**config.mk**
```make
export PLATFORM = sky130hd
export DESIGN_NAME = smu_top
export DESIGN_NICKNAME = d
export VERILOG_FILES = /design/src/inc/smu_pkg.sv /design/src/design/smu_baud.sv /design/src/design/smu_fifo.sv /design/src/design/smu_top.sv
export SDC_FILE = /design/constraint.sdc
export NUM_CORES = 1
export LEC_CHECK = 0
export ABC_AREA = 1
export BUFFER_PORTS_ARGS = -buffer_cell sky130_fd_sc_hd__buf_4
export CAP_MARGIN = 40
export CORE_MARGIN = 2
export CORE_UTILIZATION = 30
export DETAILED_ROUTE_END_ITERATION = 12
export PLACE_DENSITY_LB_ADDON = 0.12
export SLEW_MARGIN = 20
export SYNTH_ARGS = -nofsm -noshare
export SYNTH_HDL_FRONTEND = slang
export SYNTH_SLANG_ARGS = --single-unit
export TNS_END_PERCENT = 10
```
**constraint.sdc**
```tcl
create_clock -name I_CLK -period 3.4 [get_ports I_CLK]
set_input_delay 0.17 -clock I_CLK [delete_from_list [all_inputs] [get_ports I_CLK]]
set_output_delay 0.17 -clock I_CLK [all_outputs]
set_load 0.03 [all_outputs]
```
**src/inc/smu_pkg.sv**
```systemverilog
package smu_pkg;
  // ==========================================================
  // clocking and bit timing
  localparam int unsigned SMU_CLK_HZ = 40_000_000;
  localparam int unsigned SMU_OVS    = 16;
  // eight selectable generator rates, in bit/s
  localparam int unsigned SMU_RATE [8] = '{1200, 2400, 4800, 9600,
                                           19200, 38400, 57600, 115200};
  localparam int unsigned SMU_DIV_W  = 16;
  localparam logic [3:0]  SMU_TC_MID = 4'h7;
  localparam logic [3:0]  SMU_TC_END = 4'hf;

  // ==========================================================
  // word layout
  localparam int unsigned SMU_DATA_W     = 8;
  localparam int unsigned SMU_FIFO_DEPTH = 32;
  localparam logic [2:0]  SMU_IDX0       = 3'h0;
  localparam logic [2:0]  SMU_LAST7      = 3'h6;
  localparam logic [2:0]  SMU_LAST8      = 3'h7;
  localparam logic [7:0]  SMU_MASK7      = 8'h7f;
  localparam logic [7:0]  SMU_MASK8      = 8'hff;

  // ==========================================================
  // modes, clock sources, frame states
  typedef enum logic [1:0] {
    SMU_MD_ASYNC = 2'b00,
    SMU_MD_MP    = 2'b01,
    SMU_MD_SYNC  = 2'b10
  } smu_mode_t;

  typedef enum logic [1:0] {
    SMU_SRC_GEN = 2'b00,
    SMU_SRC_EXT = 2'b01,
    SMU_SRC_TMR = 2'b10
  } smu_src_t;

  typedef enum logic [2:0] {
    ST_IDLE  = 3'b000,
    ST_START = 3'b001,
    ST_DATA  = 3'b010,
    ST_PAR   = 3'b011,
    ST_STOP  = 3'b100
  } smu_st_t;

  // rounds down: the generator never runs slower than asked
  function automatic logic [SMU_DIV_W-1:0] smu_div(input logic [2:0] sel);
    smu_div = SMU_DIV_W'(SMU_CLK_HZ / (SMU_OVS * SMU_RATE[sel]));
  endfunction
endpackage
```
**src/design/smu_baud.sv**
```systemverilog
`timescale 1ns/10ps
module smu_baud
  import smu_pkg::*;
(
  // clock, reset, enable
  input  wire logic       i_clk,
  input  wire logic       i_rst,
  input  wire logic       i_ce,
  // source selection
  input  wire logic [1:0] i_src,
  input  wire logic [2:0] i_sel,
  // external sources, already in this clock domain
  input  wire logic       i_ext,
  input  wire logic       i_tmr,
  // one pulse per oversampling step
  output logic            o_tick
);
  // ==========================================================
  logic [SMU_DIV_W-1:0] cnt_r;
  logic                 ext_d_r;
  logic                 tmr_d_r;

  wire [SMU_DIV_W-1:0] div    = smu_div(i_sel);
  wire                 gen_tc = (cnt_r >= div - SMU_DIV_W'(1));
  wire                 ext_up = i_ext && !ext_d_r;
  wire                 tmr_up = i_tmr && !tmr_d_r;
  wire                 tick_nxt = (i_src == SMU_SRC_GEN) ? gen_tc :
                                  (i_src == SMU_SRC_EXT) ? ext_up :
                                  (i_src == SMU_SRC_TMR) ? tmr_up : 1'b0;

  always_ff @(posedge i_clk or posedge i_rst) begin
    if (i_rst) begin
      cnt_r   <= '0;
      ext_d_r <= 1'b0;
      tmr_d_r <= 1'b0;
      o_tick  <= 1'b0;
    end else if (i_ce) begin
      cnt_r   <= gen_tc ? '0 : cnt_r + SMU_DIV_W'(1);
      ext_d_r <= i_ext;
      tmr_d_r <= i_tmr;
      o_tick  <= tick_nxt;
    end
  end
endmodule

```
**src/design/smu_fifo.sv**
```systemverilog
`timescale 1ns/10ps
module smu_fifo
  import smu_pkg::*;
#(
  parameter int W = SMU_DATA_W,
  parameter int D = SMU_FIFO_DEPTH
)(
  // clock, reset, enable
  input  wire logic         i_clk,
  input  wire logic         i_rst,
  input  wire logic         i_ce,
  // filling side
  input  wire logic         i_in_valid,
  input  wire logic [W-1:0] i_in_data,
  output logic              o_in_ready,
  // draining side
  output logic              o_out_valid,
  output logic [W-1:0]      o_out_data,
  input  wire logic         i_out_ready
);
  // ==========================================================
  // storage; depth must be a power of two so pointers wrap
  localparam int AW = $clog2(D);
  logic [W-1:0]  mem [D];
  logic [AW-1:0] wr_r;
  logic [AW-1:0] rd_r;
  logic [AW:0]   cnt_r;

  wire push = i_in_valid && o_in_ready;
  wire load = (cnt_r != '0) && (!o_out_valid || i_out_ready);
  assign o_in_ready = (cnt_r != (AW+1)'(D));

  always_ff @(posedge i_clk) begin
    if (i_ce && push) begin
      mem[wr_r] <= i_in_data;
    end
  end

  // ==========================================================
  // pointers and registered read port
  always_ff @(posedge i_clk or posedge i_rst) begin
    if (i_rst) begin
      wr_r        <= '0;
      rd_r        <= '0;
      cnt_r       <= '0;
      o_out_valid <= 1'b0;
      o_out_data  <= '0;
    end else if (i_ce) begin
      if (push) wr_r <= wr_r + AW'(1);
      if (load) rd_r <= rd_r + AW'(1);
      cnt_r <= cnt_r + (AW+1)'(push) - (AW+1)'(load);
      if (load) begin
        o_out_data  <= mem[rd_r];
        o_out_valid <= 1'b1;
      end else if (i_out_ready) begin
        o_out_valid <= 1'b0;
      end
    end
  end
endmodule

```
**src/design/smu_top.sv**
```systemverilog
`timescale 1ns/10ps
module smu_top
  import smu_pkg::*;
(
  // clock, reset, enable
  input  wire logic       I_CLK,
  input  wire logic       I_RST,
  input  wire logic       I_CE,
  // configuration
  input  wire logic [1:0] I_MODE,
  input  wire logic       I_LEN7,
  input  wire logic       I_PAR_EN,
  input  wire logic       I_PAR_ODD,
  input  wire logic       I_STOP2,
  input  wire logic       I_ADDR_SEL,
  input  wire logic [1:0] I_CLK_SRC,
  input  wire logic [2:0] I_BAUD_SEL,
  input  wire logic       I_TX_EN,
  input  wire logic       I_RX_EN,
  // rate sources
  input  wire logic       I_EXT_CLK,
  input  wire logic       I_TMR0,
  // serial pins
  input  wire logic       I_RXD,
  output logic            O_TXD,
  output logic            O_SCK,
  // transmit buffer
  input  wire logic       I_TX_WR,
  input  wire logic [7:0] I_TX_DATA,
  output logic            O_TX_BUF_EMPTY,
  // receive buffer
  output logic            O_RX_VALID,
  output logic [7:0]      O_RX_DATA,
  input  wire logic       I_RX_READY,
  // error flags
  input  wire logic       I_ERR_CLR,
  output logic            O_FE,
  output logic            O_PE,
  output logic            O_ORE,
  // requests
  input  wire logic       I_RX_IE,
  input  wire logic       I_TX_IE,
  input  wire logic       I_RX_IOT_EN,
  input  wire logic       I_TX_IOT_EN,
  input  wire logic       I_TX_ACK,
  output logic            O_RX_IRQ,
  output logic            O_TX_IRQ,
  output logic            O_RX_IOT,
  output logic            O_TX_IOT
);
  // ==========================================================
  // pin synchronisers
  logic rxd_s1_r;
  logic rxd_s2_r;
  logic ext_s1_r;
  logic ext_s2_r;

  always_ff @(posedge I_CLK or posedge I_RST) begin
    if (I_RST) begin
      rxd_s1_r <= 1'b1;
      rxd_s2_r <= 1'b1;
      ext_s1_r <= 1'b0;
      ext_s2_r <= 1'b0;
    end else if (I_CE) begin
      rxd_s1_r <= I_RXD;
      rxd_s2_r <= rxd_s1_r;
      ext_s1_r <= I_EXT_CLK;
      ext_s2_r <= ext_s1_r;
    end
  end

  // ==========================================================
  // mode decode
  wire       md_async = (I_MODE == SMU_MD_ASYNC);
  wire       md_mp    = (I_MODE == SMU_MD_MP);
  wire       md_sync  = (I_MODE == SMU_MD_SYNC);
  wire       len7     = md_async && I_LEN7;
  wire [2:0] last_idx = len7 ? SMU_LAST7 : SMU_LAST8;
  wire [7:0] dmask    = len7 ? SMU_MASK7 : SMU_MASK8;
  wire       par_on   = (md_async && I_PAR_EN) || md_mp;
  wire       stop2    = md_async && I_STOP2;
  wire       tick;

  smu_baud u_baud (
    .i_clk  (I_CLK),
    .i_rst  (I_RST),
    .i_ce   (I_CE),
    .i_src  (I_CLK_SRC),
    .i_sel  (I_BAUD_SEL),
    .i_ext  (ext_s2_r),
    .i_tmr  (I_TMR0),
    .o_tick (tick)
  );

  // ==========================================================
  // transmitter: holding buffer plus shifter
  smu_st_t    tx_st_r;
  smu_st_t    tx_st_nxt;
  logic [7:0] tx_buf_r;
  logic [7:0] tx_sh_r;
  logic [2:0] tx_idx_r;
  logic [3:0] tx_tc_r;
  logic       tx_ad_r;
  logic       tx_fin_r;
  logic       txd_nxt;

  wire tx_load    = (tx_st_r == ST_IDLE) && !O_TX_BUF_EMPTY && I_TX_EN;
  wire tx_bit_end = tick && (tx_tc_r == SMU_TC_END) && (tx_st_r != ST_IDLE);
  wire tx_smp     = tick && (tx_tc_r == SMU_TC_MID) && (tx_st_r == ST_DATA);
  wire tx_last    = (tx_idx_r == last_idx);
  wire tx_done    = tx_bit_end &&
                    (((tx_st_r == ST_STOP) && !(stop2 && tx_idx_r == SMU_IDX0)) ||
                     (md_sync && (tx_st_r == ST_DATA) && tx_last));
  wire tx_pbit    = md_mp ? tx_ad_r : (^(tx_sh_r & dmask)) ^ I_PAR_ODD;
  wire sck_nxt    = !(md_sync && (tx_st_r == ST_DATA) && (tx_tc_r <= SMU_TC_MID));

  always_comb begin
    case (tx_st_r)
      ST_IDLE:  tx_st_nxt = tx_load ? (md_sync ? ST_DATA : ST_START) : ST_IDLE;
      ST_START: tx_st_nxt = tx_bit_end ? ST_DATA : ST_START;
      ST_DATA:  tx_st_nxt = !(tx_bit_end && tx_last) ? ST_DATA :
                            md_sync ? ST_IDLE : par_on ? ST_PAR : ST_STOP;
      ST_PAR:   tx_st_nxt = tx_bit_end ? ST_STOP : ST_PAR;
      ST_STOP:  tx_st_nxt = tx_done ? ST_IDLE : ST_STOP;
      default:  tx_st_nxt = ST_IDLE;
    endcase
  end

  // level stays put until the next bit boundary
  always_comb begin
    case (tx_st_r)
      ST_START: txd_nxt = 1'b0;
      ST_DATA:  txd_nxt = tx_sh_r[tx_idx_r];
      ST_PAR:   txd_nxt = tx_pbit;
      default:  txd_nxt = 1'b1;
    endcase
  end

  always_ff @(posedge I_CLK or posedge I_RST) begin
    if (I_RST) begin
      tx_st_r        <= ST_IDLE;
      tx_buf_r       <= 8'h00;
      tx_sh_r        <= 8'h00;
      tx_idx_r       <= SMU_IDX0;
      tx_tc_r        <= 4'h0;
      tx_ad_r        <= 1'b0;
      O_TX_BUF_EMPTY <= 1'b1;
      O_TXD          <= 1'b1;
      O_SCK          <= 1'b1;
    end else if (I_CE) begin
      tx_st_r <= tx_st_nxt;
      O_TXD   <= txd_nxt;
      O_SCK   <= sck_nxt;
      if (tx_load || (tx_bit_end && tx_st_nxt != tx_st_r)) tx_idx_r <= SMU_IDX0;
      else if (tx_bit_end) tx_idx_r <= tx_idx_r + 3'h1;
      if (tx_load) tx_tc_r <= 4'h0;
      else if (tick && tx_st_r != ST_IDLE) tx_tc_r <= tx_tc_r + 4'h1;
      if (tx_load) begin
        tx_sh_r        <= tx_buf_r;
        tx_ad_r        <= I_ADDR_SEL;
        O_TX_BUF_EMPTY <= 1'b1;
      end else if (I_TX_WR && O_TX_BUF_EMPTY) begin
        tx_buf_r       <= I_TX_DATA;
        O_TX_BUF_EMPTY <= 1'b0;
      end
    end
  end

  // ==========================================================
  // receiver; no slave address filter since this port is only master
  smu_st_t    rx_st_r;
  logic [3:0] rx_tc_r;
  logic [2:0] rx_idx_r;
  logic [7:0] rx_sh_r;
  logic       rx_pb_r;
  logic       rx_done_r;
  logic [7:0] rx_word_r;
  logic       fifo_ready;

  wire       rxd      = rxd_s2_r;
  wire       rx_end   = tick && (rx_tc_r == SMU_TC_END);
  wire [7:0] rx_word  = len7 ? {1'b0, rx_sh_r[7:1]} : rx_sh_r;
  wire       rx_fin_a = (rx_st_r == ST_STOP) && rx_end;
  wire       rx_fin_s = md_sync && I_RX_EN && tx_smp && (rx_idx_r == SMU_LAST8);
  wire       fe_ev    = rx_fin_a && !rxd;
  wire       pe_ev    = rx_fin_a && md_async && I_PAR_EN &&
                        ((^{rx_word, rx_pb_r}) != I_PAR_ODD);
  wire       ovr_ev   = rx_done_r && !fifo_ready;

  always_ff @(posedge I_CLK or posedge I_RST) begin
    if (I_RST) begin
      rx_st_r  <= ST_IDLE;
      rx_tc_r  <= 4'h0;
      rx_idx_r <= SMU_IDX0;
      rx_sh_r  <= 8'h00;
      rx_pb_r  <= 1'b0;
    end else if (I_CE) begin
      case (rx_st_r)
        ST_IDLE: begin
          if (md_sync && tx_load) begin
            rx_idx_r <= SMU_IDX0;
          end else if (md_sync && I_RX_EN && tx_smp) begin
            rx_sh_r  <= {rxd, rx_sh_r[7:1]};
            rx_idx_r <= rx_idx_r + 3'h1;
          end else if (!md_sync && I_RX_EN && !rxd) begin
            rx_st_r <= ST_START;
            rx_tc_r <= 4'h0;
          end
        end
        ST_START: begin
          if (tick && rx_tc_r == SMU_TC_MID) begin
            // a start shorter than half a bit is glitch, not frame
            rx_st_r  <= rxd ? ST_IDLE : ST_DATA;
            rx_tc_r  <= 4'h0;
            rx_idx_r <= SMU_IDX0;
          end else if (tick) begin
            rx_tc_r <= rx_tc_r + 4'h1;
          end
        end
        ST_DATA: begin
          if (tick) rx_tc_r <= rx_tc_r + 4'h1;
          if (rx_end) begin
            rx_sh_r  <= {rxd, rx_sh_r[7:1]};
            rx_idx_r <= rx_idx_r + 3'h1;
            if (rx_idx_r == last_idx) rx_st_r <= par_on ? ST_PAR : ST_STOP;
          end
        end
        ST_PAR: begin
          if (tick) rx_tc_r <= rx_tc_r + 4'h1;
          if (rx_end) begin
            rx_pb_r <= rxd;
            rx_st_r <= ST_STOP;
          end
        end
        ST_STOP: begin
          if (tick) rx_tc_r <= rx_tc_r + 4'h1;
          if (rx_end) rx_st_r <= ST_IDLE;
        end
        default: rx_st_r <= ST_IDLE;
      endcase
    end
  end

  wire rx_req = O_RX_VALID || O_FE || O_PE || O_ORE;

  // ==========================================================
  // completion, flags and requests; a set wins over its clear
  always_ff @(posedge I_CLK or posedge I_RST) begin
    if (I_RST) begin
      rx_done_r <= 1'b0;
      rx_word_r <= 8'h00;
      tx_fin_r  <= 1'b0;
      O_FE      <= 1'b0;
      O_PE      <= 1'b0;
      O_ORE     <= 1'b0;
      O_RX_IRQ  <= 1'b0;
      O_TX_IRQ  <= 1'b0;
      O_RX_IOT  <= 1'b0;
      O_TX_IOT  <= 1'b0;
    end else if (I_CE) begin
      rx_done_r <= rx_fin_a || rx_fin_s;
      rx_word_r <= rx_fin_s ? {rxd, rx_sh_r[7:1]} : rx_word;
      tx_fin_r  <= tx_done || (tx_fin_r && !I_TX_ACK);
      O_FE      <= fe_ev  || (O_FE  && !I_ERR_CLR);
      O_PE      <= pe_ev  || (O_PE  && !I_ERR_CLR);
      O_ORE     <= ovr_ev || (O_ORE && !I_ERR_CLR);
      O_RX_IRQ  <= I_RX_IE && !I_RX_IOT_EN && rx_req;
      O_RX_IOT  <= I_RX_IE && I_RX_IOT_EN && rx_req;
      O_TX_IRQ  <= I_TX_IE && !I_TX_IOT_EN && tx_fin_r;
      O_TX_IOT  <= I_TX_IE && I_TX_IOT_EN && tx_fin_r;
    end
  end

  // a serial line cannot be stalled, so a full buffer drops the word
  smu_fifo #(
    .W (SMU_DATA_W),
    .D (SMU_FIFO_DEPTH)
  ) u_rx_fifo (
    .i_clk       (I_CLK),
    .i_rst       (I_RST),
    .i_ce        (I_CE),
    .i_in_valid  (rx_done_r),
    .i_in_data   (rx_word_r),
    .o_in_ready  (fifo_ready),
    .o_out_valid (O_RX_VALID),
    .o_out_data  (O_RX_DATA),
    .i_out_ready (I_RX_READY)
  );
endmodule

```
* Word-level counts from Yosys, hierarchy flattened
Memories as Yosys holds them, arrays and structs flattened. A register that Yosys moved wholly into a read port is not among the register bits.
Cells that the tools add are included.
** Operators by class
- Add/subtract/negate cells :: 10
- Divide/modulo/power cells :: 1
- $lt $le $gt $ge :: 4
- Equality and inequality tests :: 32
- Muxes and demuxes :: 58
- Bitwise operators :: 4
- Reduce and logical (&&, ||, !) cells :: 105
** Operators with widths (count)
- two-way mux 3 bit :: 19
- two-way mux 28 bit :: 2
- logical AND 1 bit :: 50
- two-way mux 8 bit :: 6
- divider 26 x 32 -> 32 bit, first input constant :: 1
- one-hot mux 3 bit (5 select lines) :: 2
- two-way mux 4 bit :: 7
- != test 2 bit, second input constant :: 9
- adder 16 x 1 -> 16 bit, second input constant :: 1
- greater-or-equal comparator 16 bit :: 1
- two-way mux 16 bit :: 1
- one-hot mux 8 bit (2 select lines) :: 1
- subtractor 16 x 1 -> 16 bit, second input constant :: 1
- AND reduction 5 bit :: 3
- AND reduction 2 bit :: 7
- zero test 1 bit :: 13
- == test 3 x 2 -> 1 bit, second input constant :: 4
- logical OR 1 bit :: 12
- two-way mux 1 bit :: 12
- one-hot mux 4 bit (3 select lines) :: 1
- adder 5 x 1 -> 5 bit, second input constant :: 2
- nonzero test 2 bit :: 5
- == test 3 bit, second input constant :: 3
- zero test 3 bit :: 3
- other kinds (33) :: 48
** Storage, ports and cells
- Register bits after elaboration :: 106
- Bits in writable memories :: 256
- Bits in read-only memories :: 256
- Output and inout port bits :: 19
- Logic and storage cells :: 252
- Memories :: 2
** Memories
- (name not given) :: depth 8, width 32, rd ports 1, clocked after Yosys merged registers in 0, wr ports 0, RTL line smu_pkg.sv:47 : smu_div = SMU_DIV_W'(SMU_CLK_HZ / (SMU_OVS * SMU_RATE[sel]));
- u_rx_fifo.mem :: depth 32, width 8, rd ports 1, clocked after Yosys merged registers in 1, wr ports 1, RTL line smu_fifo.sv:24 : logic [W-1:0] mem [D];

* Longest topological paths before layout
- Word-level depth :: 14
- Mapped depth :: 294
- Depth with buffers taken out :: 271

* Cells and area by module
Synthesis repeated with hierarchy kept, for this count alone.
** Second synthesis, totals
- Cell total of the unflattened synthesis :: 4312
- Area total of the unflattened synthesis :: 31381.3 µm²
** Modules (own cells, without submodules)
- smu_baud :: instances 1, cells an instance 2577, area an instance 15033.2 µm²
- smu_fifo :: instances 1, cells an instance 1181, area an instance 12177.9 µm²
- smu_top :: instances 1, cells an instance 554, area an instance 4170.2 µm²

* Least setup slack after synthesis
Ideal clock, no wire load.
- Kind :: input to register
- Start :: input I_BAUD_SEL[0]
- End :: register u_baud.cnt_r[10]
- Arrival :: 35320 ps
- Path slack :: -32006 ps
- Stages :: 265
- Path buffers :: 23
- Cell sequence :: inv_1 ha_1 inv_1 nor2_1 inv_1 clkbuf_1 buf_1 ha_1 o21ai_0 nand2_1 a21oi_1 nor2_2 inv_1 nor2_1 ha_1 ha_1 nand3_1 nand3_1 [... 229 more ...] nor2_1 ha_1 ha_1 a21oi_1 nand2_1 nand3_1 a21boi_0 o21a_1 o21a_1 o21a_1 o21ai_0 nand2_1 a21oi_1 o21ai_0 nand2_1 inv_1 clkbuf_1 nor3_1
** On the way
- Cells in the longest elaborated chain, start to end :: 8
** Ends and longest elaborated chain
- start: declaration :: RTL line smu_top.sv:17 : input wire logic [2:0] I_BAUD_SEL,
- inverter 3 -> 4 bit (not written as such) :: RTL line smu_pkg.sv:47
- memory (8 x 32 bit)
- two-way mux 28 bit (not written as such) (2 in series) :: RTL line smu_pkg.sv:47
- divider 26 x 32 -> 32 bit :: RTL line smu_pkg.sv:47
- subtractor 16 x 1 -> 16 bit :: RTL line smu_baud.sv:24 : wire gen_tc = (cnt_r >= div - SMU_DIV_W'(1));
- greater-or-equal comparator 16 bit :: RTL line smu_baud.sv:24
- two-way mux 16 bit :: RTL line smu_baud.sv:38 : cnt_r <= gen_tc ? '0 : cnt_r + SMU_DIV_W'(1);
- end signal: assignment :: RTL line smu_baud.sv:38
- end: declaration :: RTL line smu_baud.sv:19 : logic [SMU_DIV_W-1:0] cnt_r;
No other way between the ends. The select of a mux whose other input is x is not followed.
A chain may end at the register's enable or synchronous reset.

* Worst setup path in the final report
- Start :: input I_BAUD_SEL[1]
- End :: register u_baud.cnt_r[12]
Same word-level chain as after synthesis.

==> summary.txt <==
Status - complete, but fails checks
Failing checks - negative setup slack
Post-Syn Area - 30,100 um^2
Crit path depth - 252
Layout Utilization - 46.0%
Routed wire length - 114 mm
Sequential fraction of the synthesis area - 35.0%
Row count - 116
Height of the die - 321 um
Core region area - 99,900 um^2
Share of Yosys cell area claimed by the top area cell type - 25.5%
Number of fill cells - 10,000
RSZ-0062 raised after global routing - true
Area Growth Syn to Fin - 52.3%
Syn Inst Count - 3,933
Nets@finish - 5,473
Die Wd - 321 um
IO Count - 55
Initial antenna violation count - 0
Total global routing overflow - 0
Bufs on Longest Clock Path - 3
CP max-delay cell - a211o_1
Largest net degree at the start of global routing - 132
Max Clock Skew - 0.0180 ns
CP bufs+invs - 66
Synth cell types - 73
Worst Path Arrival - 31.29 ns
Most frequent cells in the layout - buf_4 (1,270), nand2_1 (768), nor2_1 (352)
Drt pass-1 iters - 5
EDFF count, synth - 256
CP Max Fanout - 8
Final ANT Viol Nets - 0
GR Util All Layers - 21.4%
Vias per inst - 4.79
DRT iter0 DRCs - 1,771
Num CTS Buffers - 40
Antenna diodes - 0
Critical path's top delay family - simple AND/OR/NAND/NOR gates
Clock sinks - 370
Slew headroom - 48.2%
Vias - 31,300
Reg2reg path depth - 16
Clock Latency Late Sink - 0.57 ns
Crit path top cell by count - buf_4
Synth async-reset ratio - 30.8%
Mean area per synthesized cell - 7.66 um^2
CTS H-tree lvls - 2
Yosys warning count - 0
Most used DFF post-synth - edfxtp_1
First-pass GRT wire length - 174 mm
Final Critical Period - 30.80 ns
Final period util - 906%
Largest cells by area after synthesis - edfxtp_1 (26%), nand2_1 (11%), ha_1 (9.4%), dfrtp_1 (9.0%), o21ai_0 (6.8%)
CP required - 3.89 ns
Crit. End Element - flop
CTS Root Cell - clkbuf_16
Max Freq - 32.5 MHz
Die area - 103,000 um^2
Synth area leader - edfxtp_1
Reg clk slew, reported paths - 0.06 ns
Slew Limit Fails - 0
Post-DR wirelength/cell - 17.5 um
Max Cap Viol - 0
CTS tree - built
Final hold vios - 0
Layout cells sized above 1 - 39.6%
Tightest Pin Transition - 0.777 ns
Vias in the first global route - 30,500
Setup WS post-layout - -27.40 ns
Setup CP Type - input pin to flop
Register bit total from synthesis - 370
CP max stage delay - 0.33 ns
Placer congestion estimate - 0.888
Commonest non-fill, non-tap cell in the layout - buf_4
Post-detail-place hpwl - 82.0 mm
Starting Density - 30.2%
# DRC - 0
CP startpoint kind - input pin
# port buffers - 54
Setup Viol. Count Final - 14
HP Class - input pin to async pin
worst paths after layout:
kind	start	to	slack, ns
min in group I_CLK	I_MODE[0]	O_TXD	0.07
worst min-delay path	I_RST	O_FE	0.07
worst max register to register	u_rx_fifo.cnt_r[3]	u_rx_fifo.cnt_r[5]	0.80
worst max-delay path	I_BAUD_SEL[1]	u_baud.cnt_r[12]	-27.40
max in group asynchronous	I_RST	O_TX_BUF_EMPTY	2.74
worst min register to register	rxd_s1_r	rxd_s1_r	0.47
cell families (layout without fill, tap and decap cells):
kind of cell             count (synthesis)  count (layout)  share of synthesized area (%)
other                                    1               3                         0.0124
flip-flops                             370             370                           35.0
multiplexers                             7               7                          0.262
XOR/XNOR                               175             175                           5.17
AND/OR/NAND/NOR                       1840            1843                           28.1
AO/OA/AOI/OAI                          765             765                           14.1
adder cells (fa/ha/maj)                230             230                           9.62
buffers and inverters                  545            1843                           7.72
layout make-up:
cell class / instances / area, um^2 / area share [%]
multi-input combinational: 3023 / 20200 / 44.1
clock inverter: 9 / 160 / 0.349
tap: 1298 / 1620 / 3.54
clock buffer: 62 / 1130 / 2.47
timing repair buffer: 1345 / 10500 / 22.8
timing repair inverter: 2 / 15.0 / 0.0327
inverter: 425 / 1710 / 3.73
sequential: 370 / 10600 / 23.0
timing repair:
action                                  CTS  global route
buffers inserted                        136            79
cloned                                    5             1
endpoints found under the setup margin   14            14
hold buffers                             28             0
pin swaps                               172           279
gates resized for setup                 251           393
endpoints found under the hold margin    81             0
Yosys cell counts, types with 6 or more instances:
cell	instances
a211oi_1	10
a21boi_0	7
a21oi_1	179
a31oi_1	18
buf_4	11
buf_6	24
clkbuf_1	73
clkinv_1	11
dfrtp_1	109
edfxtp_1	256
ha_1	227
inv_1	389
inv_2	23
mux2_2	7
nand2_1	853
nand2_2	68
nand2_4	25
nand3_1	236
nand3_2	32
nand3_4	6
nand3b_1	17
nand4_1	91
nor2_1	395
nor2_2	18
nor2_4	9
nor3_1	55
nor4_1	11
o211ai_1	12
o21a_1	13
o21ai_0	411
o21ai_1	6
o21bai_1	7
o221ai_1	29
o22ai_1	39
or2_2	10
xnor2_1	66
xor2_1	107
flip-flops by register name (all words and copies together), names as in the netlist, 5 cells and up:
name and flops:
rx_word_r 8, u_rx_fifo.mem 256, u_rx_fifo.wr_r 5, rx_sh_r 8, u_rx_fifo.o_out_data 8, u_rx_fifo.cnt_r 6
u_baud.cnt_r 16, tx_buf_r 8, tx_sh_r 8, u_rx_fifo.rd_r 5
stage by stage:
step	std cells	area [um^2]	TNS [ns]	hold slack, ns	setup slack, ns
finish	6534	45900	-382.80	0.0677	-27.40
CTS	6453	43500	-379.49	0.0443	-27.16
global placement	6212	39900	-408.62	0.361	-29.24
detailed placement	6213	39900	-417.59	0.368	-29.90
global route	6534	45900	-409.75	0.0508	-29.36
floorplan	3935	30700	-400.44	0.266	-28.66
worst min-delay path, cell delays in order:
cell	delay, ns
dlygate4sd3_1	0.54
buf_4	0.14
inv_4	0.14
routing by layer:
layer,routed length (um),track usage [%]
met1,53200,29.0
met2,55500,37.9
met4,2200,3.35
met3,3210,1.56
met5,0,0
Power is not shown: default switching activity piles up to over one toggle a cycle in this logic, so the estimate is an artifact.
